## src/logic/tpg_pkg.sv

```systemverilog
// Constants of the timing pulse generator
package tpg_pkg;

  localparam int unsigned RING_WIDTH      = 5;                  // Ring counter flip-flops
  localparam int unsigned SCALER_A_STAGES = 17;                 // Scaler A divide-by-two stages
  localparam int unsigned SCALER_B_STAGES = 16;                 // Scaler B divide-by-two stages
  localparam int unsigned TIME_PULSES     = 12;                 // Time pulses per count cycle
  localparam int unsigned SYNC_DEPTH      = 3;                  // Pin synchroniser depth
  localparam int unsigned PIN_COUNT       = 5;                  // Synchronised pin inputs
  localparam int unsigned CLK_HZ          = 10_000_000;         // Block clock rate
  localparam int unsigned QUARTERS        = 4;                  // Clock cycles per first-divider period

  // Pin slots in the synchroniser bank
  localparam int unsigned PIN_HALT   = 0;                       // Monitor halt command
  localparam int unsigned PIN_GO     = 1;                       // Monitor go command
  localparam int unsigned PIN_ALARM  = 2;                       // Alarm input
  localparam int unsigned PIN_PFAIL  = 3;                       // Power failure input
  localparam int unsigned PIN_SINH   = 4;                       // Strobe inhibit input

  // Gray counter bit positions: A is the top bit, D the bottom
  localparam int unsigned GRAY_A = 3;                           // Bit A
  localparam int unsigned GRAY_C = 1;                           // Bit C

  // Reset values
  localparam logic [3:0]            GRAY_RESET = 4'h0;          // Counter starts at 0000
  localparam logic [RING_WIDTH-1:0] RING_RESET = 5'h00;         // Ring starts all low

  // Twelve-step single-bit-change cycle, entry k is the code of time pulse k+1
  localparam logic [TIME_PULSES-1:0][3:0] GRAY_SEQ = {
    4'h8, 4'hC, 4'hD, 4'h9, 4'h1, 4'h5,
    4'h4, 4'h6, 4'h7, 4'h3, 4'h2, 4'h0
  };

endpackage : tpg_pkg

```

## src/logic/tpg_timing_pulse_generator.sv

```systemverilog
// Timing pulse generator: dividers, ring counter, scalers and time pulse counter
//
// Overview of operation
// Two quadrature flip-flops divide the clock by four
// Four phase pulses; first/third, second/fourth coincide
// Either stop request suppresses first phase pulse
// Two quadrature square waves from divider flip-flops
// Second divider stepped by second, third phases
// Five-stage ring gives five offset phases
// Ring phase two gated by phases one, five
// Three strobes of three steps, inhibitable
// Scaler A: seventeen stages fed by ring
// Scaler A stages beyond first give pulses
// Scaler B: sixteen stages after scaler A
// Read strobe puts scaler B on write lines
// Two-level gray counter, primary then secondary
// Exactly one primary bit changes per step
// Twelve decoded time pulses, wrapping to 0000
// Bits A and C both high clear C
// Blocked first phase freezes the counter
// Stop requests take effect only at time twelve
// Monitor halt at time twelve raises stop
// Go, alarm or power fail raise restart stop
// Chosen twelve-code cycle avoids illegal codes
module tpg_timing_pulse_generator
  import tpg_pkg::*;
(
  input  wire logic                        clk_i,                       // 10 MHz block clock
  input  wire logic                        resetn_i,                    // Synchronous reset, active low
  input  wire logic                        monitor_halt_cmd_i,          // Test set halt command (pin)
  input  wire logic                        monitor_go_cmd_i,            // Test set go command (pin)
  input  wire logic                        alarm_input_i,               // Alarm (pin)
  input  wire logic                        power_fail_i,                // Power failure (pin)
  input  wire logic                        strobe_inhibit_i,            // Strobe stop (pin)
  input  wire logic                        scaler_b_read_strobe_i,      // Processor read of scaler B
  output logic                             phase_pulse_first_o,         // First phase pulse
  output logic                             phase_pulse_second_o,        // Second phase pulse
  output logic                             phase_pulse_third_o,         // Third phase pulse
  output logic                             phase_pulse_fourth_o,        // Fourth phase pulse
  output logic                             quad_square_early_o,         // Early quadrature square
  output logic                             quad_square_late_o,          // Late quadrature square
  output logic                             half_rate_square_b_o,        // Second divider square b
  output logic                             half_rate_square_d_o,        // Second divider square d
  output logic [RING_WIDTH-1:0]            ring_phase_o,                // Ring phases one to five
  output logic                             strobe_zero_o,               // Strobe zero
  output logic                             strobe_one_o,                // Strobe one
  output logic                             strobe_two_o,                // Strobe two
  output logic [SCALER_A_STAGES-1:0]       scaler_a_count_o,            // Scaler A stages
  output logic [SCALER_A_STAGES-1:0]       scaler_a_set_pulse_o,        // Scaler A rising pulses
  output logic [SCALER_A_STAGES-1:0]       scaler_a_clr_pulse_o,        // Scaler A falling pulses
  output logic                             scaler_a_stage_one_out_o,    // Scaler A first stage
  output logic                             scaler_a_last_pulse_a_o,     // Last scaler A stage rising
  output logic                             scaler_a_last_pulse_b_o,     // Last scaler A stage falling
  output logic [SCALER_B_STAGES-1:0]       scaler_b_count_o,            // Scaler B stages
  output logic [SCALER_B_STAGES-1:0]       processor_write_lines_o,     // Write lines
  output logic [TIME_PULSES-1:0]           time_pulse_o,                // Time pulses one to twelve
  output logic [3:0]                       gray_code_o,                 // Secondary level code
  output logic                             stop_request_monitor_o,      // First stop request
  output logic                             stop_request_restart_o,      // Second stop request
  output logic                             global_restart_o             // Global restart
);

  typedef struct packed {
    logic [PIN_COUNT-1:0][SYNC_DEPTH-1:0] sync;                         // Pin synchronisers
    logic [PIN_COUNT-1:0]                 pin;                          // Filtered pin levels
    logic                                 div_early;                    // First divider early FF
    logic                                 div_late;                     // First divider late FF
    logic                                 half_b;                       // Second divider FF b
    logic                                 half_d;                       // Second divider FF d
    logic [RING_WIDTH-1:0]                ring;                         // Ring, bit 0 is phase one
    logic [3:0]                           prim;                         // Primary gray level
    logic [3:0]                           sec;                          // Secondary gray level
    logic                                 pp1;                          // Phase pulses
    logic                                 pp2;
    logic                                 pp3;
    logic                                 pp4;
    logic [2:0]                           strobe;                       // Strobes zero to two
    logic [TIME_PULSES-1:0]               tpulse;                       // Decoded time pulses
    logic                                 stop_mon;                     // First stop request
    logic                                 stop_rst;                     // Second stop request
    logic                                 restart;                      // Global restart
    logic [SCALER_B_STAGES-1:0]           wlines;                       // Write line drive
  } tpg_state_type;

  tpg_state_type               s;                                       // Registered state
  tpg_state_type               next_s;                                  // Next state
  logic                        scaler_tick;                             // Scaler A input step
  logic                        a_carry;                                 // Scaler A to scaler B
  logic [SCALER_A_STAGES-1:0]  a_count;                                 // Scaler A stages
  logic [SCALER_A_STAGES-1:0]  a_set;                                   // Scaler A rising pulses
  logic [SCALER_A_STAGES-1:0]  a_clr;                                   // Scaler A falling pulses
  logic [SCALER_B_STAGES-1:0]  b_count;                                 // Scaler B stages
  logic [PIN_COUNT-1:0]        pins_raw;                                // Raw pin levels

  assign pins_raw = {strobe_inhibit_i, power_fail_i, alarm_input_i, monitor_go_cmd_i, monitor_halt_cmd_i};

  // Scaler A steps once per ring cycle, on the step where phases three and four are high
  // and phases five and one still low
  assign scaler_tick = s.pp3 & s.ring[2] & s.ring[3] & ~s.ring[4] & ~s.ring[0];

  // Next state of the block outside the two scalers
  always_comb begin
    next_s = s;

    // Pins: three flops; the filtered level follows once flops two and three agree
    for (int p = 0; p < PIN_COUNT; p++) begin
      next_s.sync[p] = {s.sync[p][1:0], pins_raw[p]};
      if (s.sync[p][1] == s.sync[p][2]) begin
        next_s.pin[p] = s.sync[p][2];
      end
    end

    // First divider: early flop steps when both flops agree, late when they differ
    if (s.div_early == s.div_late) begin
      next_s.div_early = ~s.div_early;
    end else begin
      next_s.div_late = s.div_late;
      next_s.div_late = ~s.div_late;
    end

    // Stop requests sampled only while time twelve stands; held while the
    // command stays, so the counter parks on time twelve
    // Never on the edge where the first phase moves the code off time twelve,
    // else the counter would park on time one
    next_s.stop_mon = s.pin[PIN_HALT] & ((s.tpulse[TIME_PULSES-1] & ~s.pp1) | s.stop_mon);
    next_s.stop_rst = (s.pin[PIN_GO] | s.pin[PIN_ALARM] | s.pin[PIN_PFAIL])
                      & ((s.tpulse[TIME_PULSES-1] & ~s.pp1) | s.stop_rst);
    next_s.restart  = s.stop_rst;

    // Phase pulses, one quarter wide; the next stop value gates the first so
    // the secondary level cannot load after the stop is seen
    next_s.pp1 = ~next_s.div_early & next_s.div_late
                 & ~next_s.stop_mon & ~next_s.stop_rst;
    next_s.pp3 = ~next_s.div_early & next_s.div_late;
    next_s.pp2 = next_s.div_early & ~next_s.div_late;
    next_s.pp4 = next_s.div_early & ~next_s.div_late;

    // Second divider: same quadrature scheme, stepped by third and second phases
    if (s.pp3) begin
      next_s.half_b = ~s.half_b;
    end
    if (s.pp2) begin
      next_s.half_d = ~s.half_d;
    end

    // Ring steps with square b; phase two is the self-correcting head
    if (s.pp3) begin
      next_s.ring[4:2] = s.ring[3:1];
      next_s.ring[0]   = s.ring[4];
      if (!s.ring[0] && !s.ring[4]) begin
        next_s.ring[1] = 1'b1;
      end else if (s.ring[0] && s.ring[4]) begin
        next_s.ring[1] = 1'b0;
      end
    end

    // Strobes are overlaps of two ring phases two steps apart: three steps wide
    if (s.pin[PIN_SINH]) begin
      next_s.strobe = 3'h0;
    end else begin
      next_s.strobe[0] = next_s.ring[1] & next_s.ring[3];
      next_s.strobe[1] = next_s.ring[2] & next_s.ring[4];
      next_s.strobe[2] = next_s.ring[3] & next_s.ring[0];
    end

    // Primary level: on the second phase set or clear only the bit the step
    // moves; a set or clear, not a toggle, so a repeat while stopped holds
    if (s.pp2) begin
      for (int k = 0; k < TIME_PULSES; k++) begin
        if (s.tpulse[k]) begin
          next_s.prim = (s.prim & ~(GRAY_SEQ[k] ^ GRAY_SEQ[(k + 1) % TIME_PULSES]))
                        | (GRAY_SEQ[(k + 1) % TIME_PULSES] & ~GRAY_SEQ[k]);
        end
      end
    end

    // Secondary level: stores the primary on the first phase; blocked when stopped
    if (s.pp1) begin
      next_s.sec = s.prim;
    end

    // Illegal codes all have A and C high; clearing C lands on a legal code
    if (s.sec[GRAY_A] && s.sec[GRAY_C]) begin
      next_s.sec[GRAY_C]  = 1'b0;
      next_s.prim[GRAY_C] = 1'b0;
    end

    // Decoder: one time pulse per stored code, wrap after twelve
    for (int k = 0; k < TIME_PULSES; k++) begin
      next_s.tpulse[k] = (next_s.sec == GRAY_SEQ[k]);
    end

    // Write lines carry scaler B only in the cycle after the read strobe
    next_s.wlines = scaler_b_read_strobe_i ? b_count : '0;

    if (!resetn_i) begin
      next_s        = '0;
      next_s.ring   = RING_RESET;
      next_s.prim   = GRAY_RESET;
      next_s.sec    = GRAY_RESET;
      next_s.tpulse = '0;
      next_s.tpulse[0] = 1'b1;
    end
  end

  // State register
  always_ff @(posedge clk_i) begin
    s <= next_s;
  end

  // Scaler A: seventeen stages from the ring
  tpg_scaler #(
    .STAGES (SCALER_A_STAGES)
  ) u_scaler_a (
    .clk_i       (clk_i),
    .resetn_i    (resetn_i),
    .tick_i      (scaler_tick),
    .count_o     (a_count),
    .set_pulse_o (a_set),
    .clr_pulse_o (a_clr),
    .carry_o     (a_carry)
  );

  // Scaler B: sixteen stages fed by the last scaler A stage
  tpg_scaler #(
    .STAGES (SCALER_B_STAGES)
  ) u_scaler_b (
    .clk_i       (clk_i),
    .resetn_i    (resetn_i),
    .tick_i      (a_carry),
    .count_o     (b_count),
    .set_pulse_o (),
    .clr_pulse_o (),
    .carry_o     ()
  );

  // Outputs, all straight from flip-flops
  assign phase_pulse_first_o      = s.pp1;
  assign phase_pulse_second_o     = s.pp2;
  assign phase_pulse_third_o      = s.pp3;
  assign phase_pulse_fourth_o     = s.pp4;
  assign quad_square_early_o      = s.div_early;
  assign quad_square_late_o       = s.div_late;
  assign half_rate_square_b_o     = s.half_b;
  assign half_rate_square_d_o     = s.half_d;
  assign ring_phase_o             = s.ring;
  assign strobe_zero_o            = s.strobe[0];
  assign strobe_one_o             = s.strobe[1];
  assign strobe_two_o             = s.strobe[2];
  assign scaler_a_count_o         = a_count;
  assign scaler_a_set_pulse_o     = a_set;
  assign scaler_a_clr_pulse_o     = a_clr;
  assign scaler_a_stage_one_out_o = a_count[0];
  assign scaler_a_last_pulse_a_o  = a_set[SCALER_A_STAGES-1];
  assign scaler_a_last_pulse_b_o  = a_clr[SCALER_A_STAGES-1];
  assign scaler_b_count_o         = b_count;
  assign processor_write_lines_o  = s.wlines;
  assign time_pulse_o             = s.tpulse;
  assign gray_code_o              = s.sec;
  assign stop_request_monitor_o   = s.stop_mon;
  assign stop_request_restart_o   = s.stop_rst;
  assign global_restart_o         = s.restart;

  // Checks
  quad_phase_a: assert property (@(posedge clk_i) disable iff (!resetn_i)
    (s.div_early != $past(s.div_early)) |-> (s.div_late == $past(s.div_late)))
    else $error("both divider flops changed together");

  phase_pair_a: assert property (@(posedge clk_i) disable iff (!resetn_i)
    (s.pp1 |-> s.pp3) and (s.pp2 |-> s.pp4 ##2 s.pp3))
    else $error("phase pulses out of step");

  stop_block_a: assert property (@(posedge clk_i) disable iff (!resetn_i)
    (s.stop_mon || s.stop_rst) |-> !s.pp1)
    else $error("first phase pulse while stopped");

  half_rate_a: assert property (@(posedge clk_i) disable iff (!resetn_i)
    s.pp3 |=> (s.half_b != $past(s.half_b)))
    else $error("square b did not toggle");

  ring_head_a: assert property (@(posedge clk_i) disable iff (!resetn_i)
    (s.pp3 && s.ring == 5'h00) |=> (s.ring == 5'h02))
    else $error("ring did not start phase two");

  strobe_inh_a: assert property (@(posedge clk_i) disable iff (!resetn_i)
    s.pin[PIN_SINH] |=> (s.strobe == 3'h0))
    else $error("strobe while inhibited");

  gray_step_a: assert property (@(posedge clk_i) disable iff (!resetn_i)
    ($past(resetn_i) && (s.sec != $past(s.sec))) |-> $onehot(s.sec ^ $past(s.sec)))
    else $error("gray counter changed more than one bit");

  halt_place_a: assert property (@(posedge clk_i) disable iff (!resetn_i)
    s.stop_mon |-> s.tpulse[TIME_PULSES-1])
    else $error("monitor stop outside time twelve");

  restart_cause_a: assert property (@(posedge clk_i) disable iff (!resetn_i)
    $rose(s.stop_rst) |-> ($past(s.tpulse[TIME_PULSES-1]) ##1 s.restart))
    else $error("restart stop without time twelve");

  wline_read_a: assert property (@(posedge clk_i) disable iff (!resetn_i)
    scaler_b_read_strobe_i |=> (s.wlines == $past(b_count)))
    else $error("write lines do not carry scaler B");

  freeze_sec_a: assert property (@(posedge clk_i) disable iff (!resetn_i)
    ($past(s.stop_mon || s.stop_rst) && (s.stop_mon || s.stop_rst)) |-> $stable(s.sec))
    else $error("gray counter moved while stopped");

endmodule : tpg_timing_pulse_generator

```

## src/logic/tpg_scaler.sv

```systemverilog
// Cascaded divide-by-two scaler with decoded pulses on every stage but the first
module tpg_scaler
  import tpg_pkg::*;
#(
  parameter int unsigned STAGES = 17                            // Number of stages
) (
  input  wire logic              clk_i,                         // Block clock
  input  wire logic              resetn_i,                      // Synchronous reset, active low
  input  wire logic              tick_i,                        // One-cycle input step
  output logic [STAGES-1:0]      count_o,                       // Stage flip-flops
  output logic [STAGES-1:0]      set_pulse_o,                   // Stage went high (stage 1 silent)
  output logic [STAGES-1:0]      clr_pulse_o,                   // Stage went low (stage 1 silent)
  output logic                   carry_o                        // Last stage wrapped to low
);

  typedef struct packed {
    logic [STAGES-1:0] count;                                   // Divider stages
    logic [STAGES-1:0] set_pulse;                               // Rising decodes
    logic [STAGES-1:0] clr_pulse;                               // Falling decodes
    logic              carry;                                   // Output to the next scaler
  } tpg_scaler_state_type;

  tpg_scaler_state_type s;                                      // Registered state
  tpg_scaler_state_type next_s;                                 // Next state
  logic [STAGES-1:0]    toggle;                                 // Stage toggle enables

  // On an input step, each stage toggles when every stage below it is high
  genvar k;
  generate
    for (k = 0; k < STAGES; k++) begin : g_stage
      if (k == 0) begin : g_first
        assign toggle[k] = tick_i;
      end else begin : g_rest
        assign toggle[k] = toggle[k-1] & s.count[k-1];
      end
    end
  endgenerate

  // Next state; synchronous ripple avoids the skew of a real ripple chain
  always_comb begin
    next_s           = s;
    next_s.count     = s.count ^ toggle;
    next_s.set_pulse = toggle & ~s.count;
    next_s.clr_pulse = toggle & s.count;
    next_s.set_pulse[0] = 1'b0;
    next_s.clr_pulse[0] = 1'b0;
    next_s.carry     = toggle[STAGES-1] & s.count[STAGES-1];
    if (!resetn_i) begin
      next_s = '0;
    end
  end

  // State register
  always_ff @(posedge clk_i) begin
    s <= next_s;
  end

  assign count_o     = s.count;
  assign set_pulse_o = s.set_pulse;
  assign clr_pulse_o = s.clr_pulse;
  assign carry_o     = s.carry;

  wrap_carry_a: assert property (@(posedge clk_i) disable iff (!resetn_i)
    (tick_i && (&s.count)) |=> (s.count == '0) && s.carry)
    else $error("scaler did not wrap with carry");

endmodule : tpg_scaler

```

## config.mk

```make
export PLATFORM = sky130hd
export DESIGN_NAME = tpg_timing_pulse_generator
export DESIGN_NICKNAME = d
export VERILOG_FILES = /design/src/logic/tpg_pkg.sv /design/src/logic/tpg_timing_pulse_generator.sv /design/src/logic/tpg_scaler.sv
export SDC_FILE = /design/constraint.sdc
export NUM_CORES = 1
export LEC_CHECK = 0
export ABC_AREA = 1
export BUFFER_PORTS_ARGS = -buffer_cell sky130_fd_sc_hd__clkbuf_2
export CORE_MARGIN = 2
export CORE_UTILIZATION = 59
export CTS_CLUSTER_SIZE = 20
export DETAILED_ROUTE_END_ITERATION = 12
export PLACE_DENSITY = 0.94
export SYNTH_ARGS = -nofsm -noshare
export SYNTH_HDL_FRONTEND = slang
export SYNTH_HIERARCHICAL = 1
export SYNTH_SLANG_ARGS = --single-unit
export TNS_END_PERCENT = 5
```

## constraint.sdc

```tcl
create_clock -name clk_i -period 7.8 [get_ports clk_i]
set_input_delay 0.78 -clock clk_i [delete_from_list [all_inputs] [get_ports clk_i]]
set_output_delay 0.78 -clock clk_i [all_outputs]
set_load 0.02 [all_outputs]
```

==> results.txt, run 1 <==
- Commonest non-fill, non-tap cell in the layout: sky130_fd_sc_hd__dfxtp_1
- Yosys printed 6 warnings.
- Synthesized area divided by synthesized cell count: 8.94 um^2
- The synthesized netlist occupies a cell area of 0.00554 mm^2.
* Floorplan die width: 101 um
* Relative slew margins: 55.3%
- Static timing analysis puts the maximum clock frequency at 0.210 GHz.
- Synthesis produced 619 cells.
* Overall fraction of global-route tracks in use: 21.0%
- Buffers added on ports: 126
- Data arrives at the worst endpoint at 5.19 ns.
- Die Height: 101 um
- Number of design rule violations left after detail routing: 0
- The max-slew violation count was 0.
- The setup path with the least slack is of type flip-flop to flip-flop.
- Setup violations remaining at the end of the flow were counted as 0.
- Setup repair after global routing left no endpoint under its margin.
- TritonCTS clock tree: done
- Fill cells in the final layout number 668.
- Routed len/inst: 12.3 um
- Clock-pin slew was measured on the worst setup and hold paths at 0.06 ns.
* Clock sink count: 139
- The detail route stage leaves a number of antenna-violating nets equal to 0.
* Standard-cell rows: 35
- The flow ran to the end, and the final reports show no timing, DRC or antenna violations.
* HPWL reported at the end of detailed placement: 7.17 mm
- Maximum vdd ir drop: 136 uV
* Part of the cycle the worst path needs: 61.0%
- At the worst endpoint, the required time is 8.22 ns.
- The via count of the first global-routing pass came to 3,702.
- Total wire length after detailed routing: 10.2 mm
* Aggregate negative setup slack: 0 ns
- The first TritonRoute pass finished after 5 iterations.
- H-tree lvl count: 4
- The routed layout has 3,809 vias.
- Compared with the post-synthesis result, the final layout area differs by 16.3%.
- Initial antenna violation count: 0
- Worst hold-check path type: flip-flop to flip-flop
- The core region is 0.00915 mm^2.
* Leakage: 0.00350 uW
- Maximum count of clock buffers along a single path: 2
- Vias/cell: 4.58
- Die outline area: 0.0102 mm^2
* Iteration-0 DRC count of the detailed router: 132
- STA classifies the critical path startpoint as a flip-flop.
* Post-route clock skew: 0.00933 ns
* Clock latency of the later-clocked register in the worst-skew pair: 0.50 ns
* Starting density of the core: 60.5%
* Final weighted congestion of routability-driven global placement: 0.853
- Hold buffer count at CTS: 0
- Largest net degree at the start of global routing: 69
- In this run, CTS created clock tree buffers numbering 17.
- Leaving out fill and tap cells, the most frequent cells in the layout are 139 x sky130_fd_sc_hd__dfxtp_1, 126 x sky130_fd_sc_hd__clkbuf_2, 123 x sky130_fd_sc_hd__inv_1.
- The tool flagged a number of max-cap violations equal to 0.
* Final Hold Violating Endpoints: 0
- The count of cells in the finished layout, fillers not included, comes to 831.
- Power density of the placed cells: 254 mW/mm^2
- In this run, post-CTS repair resized a total of 0 instances.
- Post-CTS setup buffer count: 0
* Placed Cells: 801
- Summed over all layers, the global routing overflow is 0.
- Net count, final: 782
- 129 I/O pins were placed.
- Antenna fix cells: 0
- Along the worst path, the maximum fanout reaches 9.
* Ratio of cells with drive above 1 in the final layout: 24.3%
- After layout, the minimum clock period comes to 4.76 ns.
- The tree is rooted in a sky130_fd_sc_hd__clkbuf_8.
- Transition time at the pin with the least slew margin: 0.670 ns
- Capturing element type of the critical path: flip-flop
- The first global-routing pass estimated 16.7 mm of wire.
## path summary, 6_finish.rpt
check                      endpoint  depth (start not counted)                start  slack (ns)
max          u_scaler_a/count_o[16]                         20  phase_pulse_third_o        3.04
min                           s[70]                          2                s[69]        0.41
max reg2reg  u_scaler_a/count_o[16]                         20  phase_pulse_third_o        3.04
min reg2reg                   s[70]                          2                s[69]        0.41
## report_power, final
| part | switching (uW) | leakage [uW] | total, uW | internal (uW) |
|---|---|---|---|---|
| Combinational | 96.5 | 0.00211 | 141 | 44.1 |
| Clock | 287 | 0.000262 | 736 | 449 |
| Sequential | 23.7 | 0.00112 | 758 | 734 |
## worst max-delay path, cell delays in order (launching register included)
cell and delay [ns]:
sky130_fd_sc_hd__dfxtp_1 0.50, sky130_fd_sc_hd__nand2_1 0.13, sky130_fd_sc_hd__nor3_1 0.22, sky130_fd_sc_hd__ha_1 0.23, sky130_fd_sc_hd__ha_1 0.21, sky130_fd_sc_hd__ha_1 0.22, sky130_fd_sc_hd__ha_1 0.22, sky130_fd_sc_hd__ha_1 0.22
sky130_fd_sc_hd__ha_1 0.22, sky130_fd_sc_hd__ha_1 0.22, sky130_fd_sc_hd__ha_1 0.22, sky130_fd_sc_hd__ha_1 0.22, sky130_fd_sc_hd__ha_1 0.22, sky130_fd_sc_hd__ha_1 0.21, sky130_fd_sc_hd__ha_1 0.22, sky130_fd_sc_hd__ha_1 0.22
sky130_fd_sc_hd__ha_1 0.22, sky130_fd_sc_hd__ha_1 0.21, sky130_fd_sc_hd__ha_1 0.22, sky130_fd_sc_hd__ha_1 0.25, sky130_fd_sc_hd__nor2_1 0.09
## routing by layer
| metal | share of wire [%] | GRT usage [%] | up-vias |
|---|---|---|---|
| met5 | 0 | 0 | - |
| met4 | 1.3 | 8.85 | 0 |
| met3 | 5.5 | 7.49 | 10 |
| met2 | 52 | 36.8 | 104 |
| met1 | 41 | 23.0 | 1752 |
| li1 | - | - | 1943 |
## stage by stage
| step | hold slack [ns] | total power (uW) | instance area (um^2) | setup WS [ns] | utilization, % |
|---|---|---|---|---|---|
| 2_1_floorplan | 0.390 | 886 | 5540 | 3.39 | - |
| 3_3_place_gp | 0.400 | 905 | 5900 | 3.29 | 64.4 |
| 3_5_place_dp | 0.399 | 911 | 5900 | 3.13 | 64.4 |
| 4_1_cts | 0.414 | 1650 | 6440 | 3.01 | 70.3 |
| 5_1_grt | 0.436 | 1700 | 6440 | 2.65 | 70.3 |
| 6_report | 0.411 | 1630 | 6440 | 3.04 | 70.3 |
## state kept, by name, summed over array words and instances (netlist names), 4 cells and up
name and count:
u_scaler_a/set_pulse_o 16, ring_phase_o 5, u_scaler_b/count_o 16, u_scaler_a/count_o 17, time_pulse_o 12, s 24
processor_write_lines_o 16, u_scaler_a/clr_pulse_o 16, gray_code_o 4
## cell type report
cell class	count	area, um^2	share of cell area [%]
clock inverters	12	125	1.94
repair buffers	127	638	9.91
clock buffers	18	418	6.49
flip-flops and latches	139	2780	43.2
well taps	111	139	2.16
inverters	125	472	7.33
multi-input cells	299	1860	29.0
Power figures use the tool's default switching activity.
==> inputs of run 2 (changes only) <==
Settings changed: CORE_UTILIZATION 59 to 50, PLACE_DENSITY 0.94 to 0.86.
Clock period 7.8 ns to 4.22 ns, I/O delays scaled along.
==> run 2 against run 1 <==
Global-route usage decreased by 4.2 points. Core utilization shrank 8.7 points. Non-clock buffer count is 11 higher. Die area increased by 17%. Setup slack worse by 2.8 ns. Count of clock-buffer cells in the layout fell by 1. Flip-flop and latch count is the same. Maximum frequency up 20%. Sequential power grew 85%. Clock skew rose by 0.0011 ns. Wire length shrank 5.6%. Clock power grew 89%. Highest routed layer unchanged.
==> results.txt, run 2 (synthesis gave the netlist of run 1 again) <==
* Run status: complete, no violations
- The floorplan die height was 109 um (+8.3%).
* Comb pwr share: 8.6% (about the same)
- Final weighted congestion of routability-driven global placement: 0.749 (-12%)
- Vias/cell: 4.29 (-6.4%)
- Max-slew violations: 0 (unchanged)
- Relative slew margins: 40.5% (-15 points)
- Internal power: 2280 uW (+86%)
- The switching power of the nets came to 770 uW (+89%).
- The final worst slack came to 0.237 ns (-2.80 ns).
* Type of element launching the critical path: flip-flop
* Required time at the worst-slack endpoint: 4.67 ns (-3.55 ns)
* Maximum count of clock buffers along a single path: 2 (unchanged)
* First-pass GRT wire length: 15.3 mm (-8.2%)
- Non-filler instance count after layout: 873 (+5.1%)
* Hold path start: monitor_halt_cmd_i
- Data arrival time of the critical path: 4.44 ns (-0.75 ns)
- In this run the critical register-to-register path is launched from ring_phase_o[0].
* Buffer type at the clock tree root: sky130_fd_sc_hd__clkbuf_8
- Worst hold-check path type: primary input to flip-flop
* Maximum clock frequency: 0.251 GHz (+20%)
* Buffers added on ports: 126 (unchanged)
- The routed length on met1 is 4.03 mm (-3.2%).
- Setup WS pre-CTS: -0.0554 ns (-3.18 ns)
- The total half-perimeter wirelength after legalization and detailed placement came to 7.05 mm (-1.7%).
- Top register by number of flip-flops: s
- Ratio of cells with drive above 1 in the final layout: 28.8% (+4.5 points)
- Power density of the placed cells: 457 mW/mm^2 (+80%)
- The library cells used most frequently in the layout, excluding fill and tap cells, are 138 x sky130_fd_sc_hd__dfxtp_1, 126 x sky130_fd_sc_hd__clkbuf_2, 123 x sky130_fd_sc_hd__inv_1.
- Die outline area: 0.0119 mm^2 (+17%)
- Aggregate negative setup slack: 0 ns (unchanged)
- The total met3 wirelength after detailed routing came to 620 um (+11%).
* Total iterations of the first detailed-routing run: 4 (-1)
* H-tree lvl count: 4 (unchanged)
* Clock slew at the register clock pins of the worst setup and hold paths: 0.06 ns (about the same)
* Overall fraction of global-route tracks in use: 16.8% (-4.2 points)
- Flip-flop count of the largest register after layout: 24 (unchanged)
* Number of design rule violations left after detail routing: 0 (unchanged)
- Iteration-0 DRC count of the detailed router: 208 (+58%)
- Area Growth Syn to Fin: 20.6%
* Net count, final: 793 (+1.4%)
- Total number of vias: 3,744 (-1.7%)
- The slack of the worst reg-to-reg path was 0.24 ns (-2.80 ns).
* Initial antenna violation count: 0 (unchanged)
* R2r endpoint: u_scaler_a/count_o[16]
- Core Area: 0.0108 mm^2 (+18%)
* Maximum vdd ir drop: 279 uV (+110%)
- The horizontal die dimension is 109 um (+8.3%).
* Number of nets still failing antenna checks after routing: 0 (unchanged)
- Clock sink count: 139 (unchanged)
- The number of filler instances in the final layout was 914 (+37%).
* TritonCTS clock tree: done
* Capturing element type of the critical path: flip-flop
- Wire length on met2: 4.85 mm (-9.1%)
* Final Hold Violating Endpoints: 0 (unchanged)
- The critical path in this run is classified as flip-flop to flip-flop.
* Clock group share of total power: 45.6% (+0.6 points)
- The buffer count from post-CTS setup fixing is 0 (unchanged).
- The per-cell routed wire length came to 11.0 um (-10%).
- Number of ports placed on the die boundary: 129 (unchanged)
- Hold buffer count at CTS: 0 (unchanged)
- The highest layer touched by signal routing is met4.
* Num CTS Buffers: 17 (unchanged)
- Largest net degree at the start of global routing: 46 (-33%)
- Global route total overflow: 0 (unchanged)
- The number of endpoints failing setup at the final stage was 0 (unchanged).
- Leakage: 0.00350 uW (about the same)
* Post-route clock skew: 0.0104 ns (+0.00106 ns)
* Total wire length after detailed routing: 9.62 mm (-5.6%)
- Largest fanout of any net on the critical path: 3 (-6)
* Starting density of the core: 51.1% (-9.4 points)
- The library cell used most frequently in the layout, excluding fill and tap cells, is sky130_fd_sc_hd__dfxtp_1.
* Via count of the first global-routing pass: 3,429 (-7.4%)
* Critical Path End: u_scaler_a/count_o[16]
- Transition time at the pin with the least slew margin: 0.893 ns (+0.223 ns)
* Proportion of power drawn by flip-flops and latches: 45.8% (-0.6 points)
- The number of maximum-capacitance violations came to 0 (unchanged).
- Part of the cycle the worst path needs: 94.4% (+33 points)
* Path depth of the worst reg2reg path: 20 (unchanged)
* Antenna fix cells: 0 (unchanged)
- Start point of the critical path: ring_phase_o[0]
- Standard-cell rows: 38 (+8.6%)
- The net switching share of the total power was 25.3% (+0.35 points).
- Placed Cells: 841 (+5.0%)
- Final design utilization: 61.6% (-8.7 points)
- The post-layout minimum cycle time was 3.98 ns (-0.778 ns).
- Clock latency of the later-clocked register in the worst-skew pair: 0.51 ns (about the same)
-- run 2: cell types whose count changed in the layout (fill, tap and decap cells not counted), moves of 2 or more --
cell / before / now
sky130_fd_sc_hd__buf_4: 1 / 12
sky130_fd_sc_hd__clkinv_4: 1 / 4
sky130_fd_sc_hd__clkinvlp_4: 3 / 5
sky130_fd_sc_hd__ha_1: 65 / 45
sky130_fd_sc_hd__ha_2: 0 / 16
sky130_fd_sc_hd__ha_4: 0 / 4
-- run 2: routing by layer --
| metal | vias up | GRT usage [%] |
|---|---|---|
| li1 | 1969 | - |
| met1 | 1680 | 19.1 |
| met2 | 88 | 28.3 |
| met4 | 0 | 7.14 |
| met5 | - | 0 |
| met3 | 7 | 6.28 |
-- run 2: power by group through the flow --
stage          Combinational [uW]  Clock (uW)  Sequential [uW]
3_3_place_gp                  256           0             1420
4_1_cts                       263        1430             1400
3_5_place_dp                  262           0             1430
5_1_grt                       297        1480             1400
6_report                      261        1390             1400
2_1_floorplan                 197           0             1440
-- run 2: per-stage QoR --
step	power [uW]	hold WS [ns]	instance area [um^2]
3_5_place_dp	1690	0.400	6030
3_3_place_gp	1680	0.392	6030
2_1_floorplan	1640	0.390	5560
5_1_grt	3180	0.0680	6680
4_1_cts	3090	0.0632	6620
6_report	3050	0.0865	6680
-- run 2: layout make-up --
cell class	instances	area (um^2)	share of cell area, %
clock buffer	17	414	6.20
clock inverter	15	153	2.29
inverter	125	472	7.06
multi-input combinational	299	1960	29.3
sequential	139	2780	41.7
tap	140	175	2.62
timing repair buffer	138	721	10.8
-- run 2: worst min path at each step --
stage | to | slack (ns) | depth (start not counted)
final | s[60] | 0.09 | 3
after detailed placement | s[73] | 0.40 | 2
after floorplan | s[61] | 0.39 | 2
after CTS | s[60] | 0.06 | 3
after global routing | s[60] | 0.07 | 3
after global placement | s[61] | 0.39 | 2
-- run 2: what timing repair did --
item,in CTS,in global routing
setup endpoints to repair,4,6
pin swaps,1,1
hold endpoints to repair,0,0
resized for setup,8,11
-- run 2: worst max-delay path: stages (launching register included) --
cell and delay [ns]:
sky130_fd_sc_hd__dfxtp_1 0.31, sky130_fd_sc_hd__or2_2 0.31, sky130_fd_sc_hd__nor3_2 0.11, sky130_fd_sc_hd__ha_2 0.21
sky130_fd_sc_hd__ha_2 0.19, sky130_fd_sc_hd__ha_2 0.20, sky130_fd_sc_hd__ha_2 0.18, sky130_fd_sc_hd__ha_2 0.20
sky130_fd_sc_hd__ha_4 0.15, sky130_fd_sc_hd__ha_4 0.16, sky130_fd_sc_hd__ha_4 0.14, sky130_fd_sc_hd__ha_2 0.20
sky130_fd_sc_hd__ha_4 0.15, sky130_fd_sc_hd__ha_2 0.19, sky130_fd_sc_hd__ha_2 0.18, sky130_fd_sc_hd__ha_2 0.18
sky130_fd_sc_hd__ha_2 0.17, sky130_fd_sc_hd__ha_2 0.17, sky130_fd_sc_hd__ha_2 0.19, sky130_fd_sc_hd__ha_1 0.22
sky130_fd_sc_hd__nor2_1 0.09
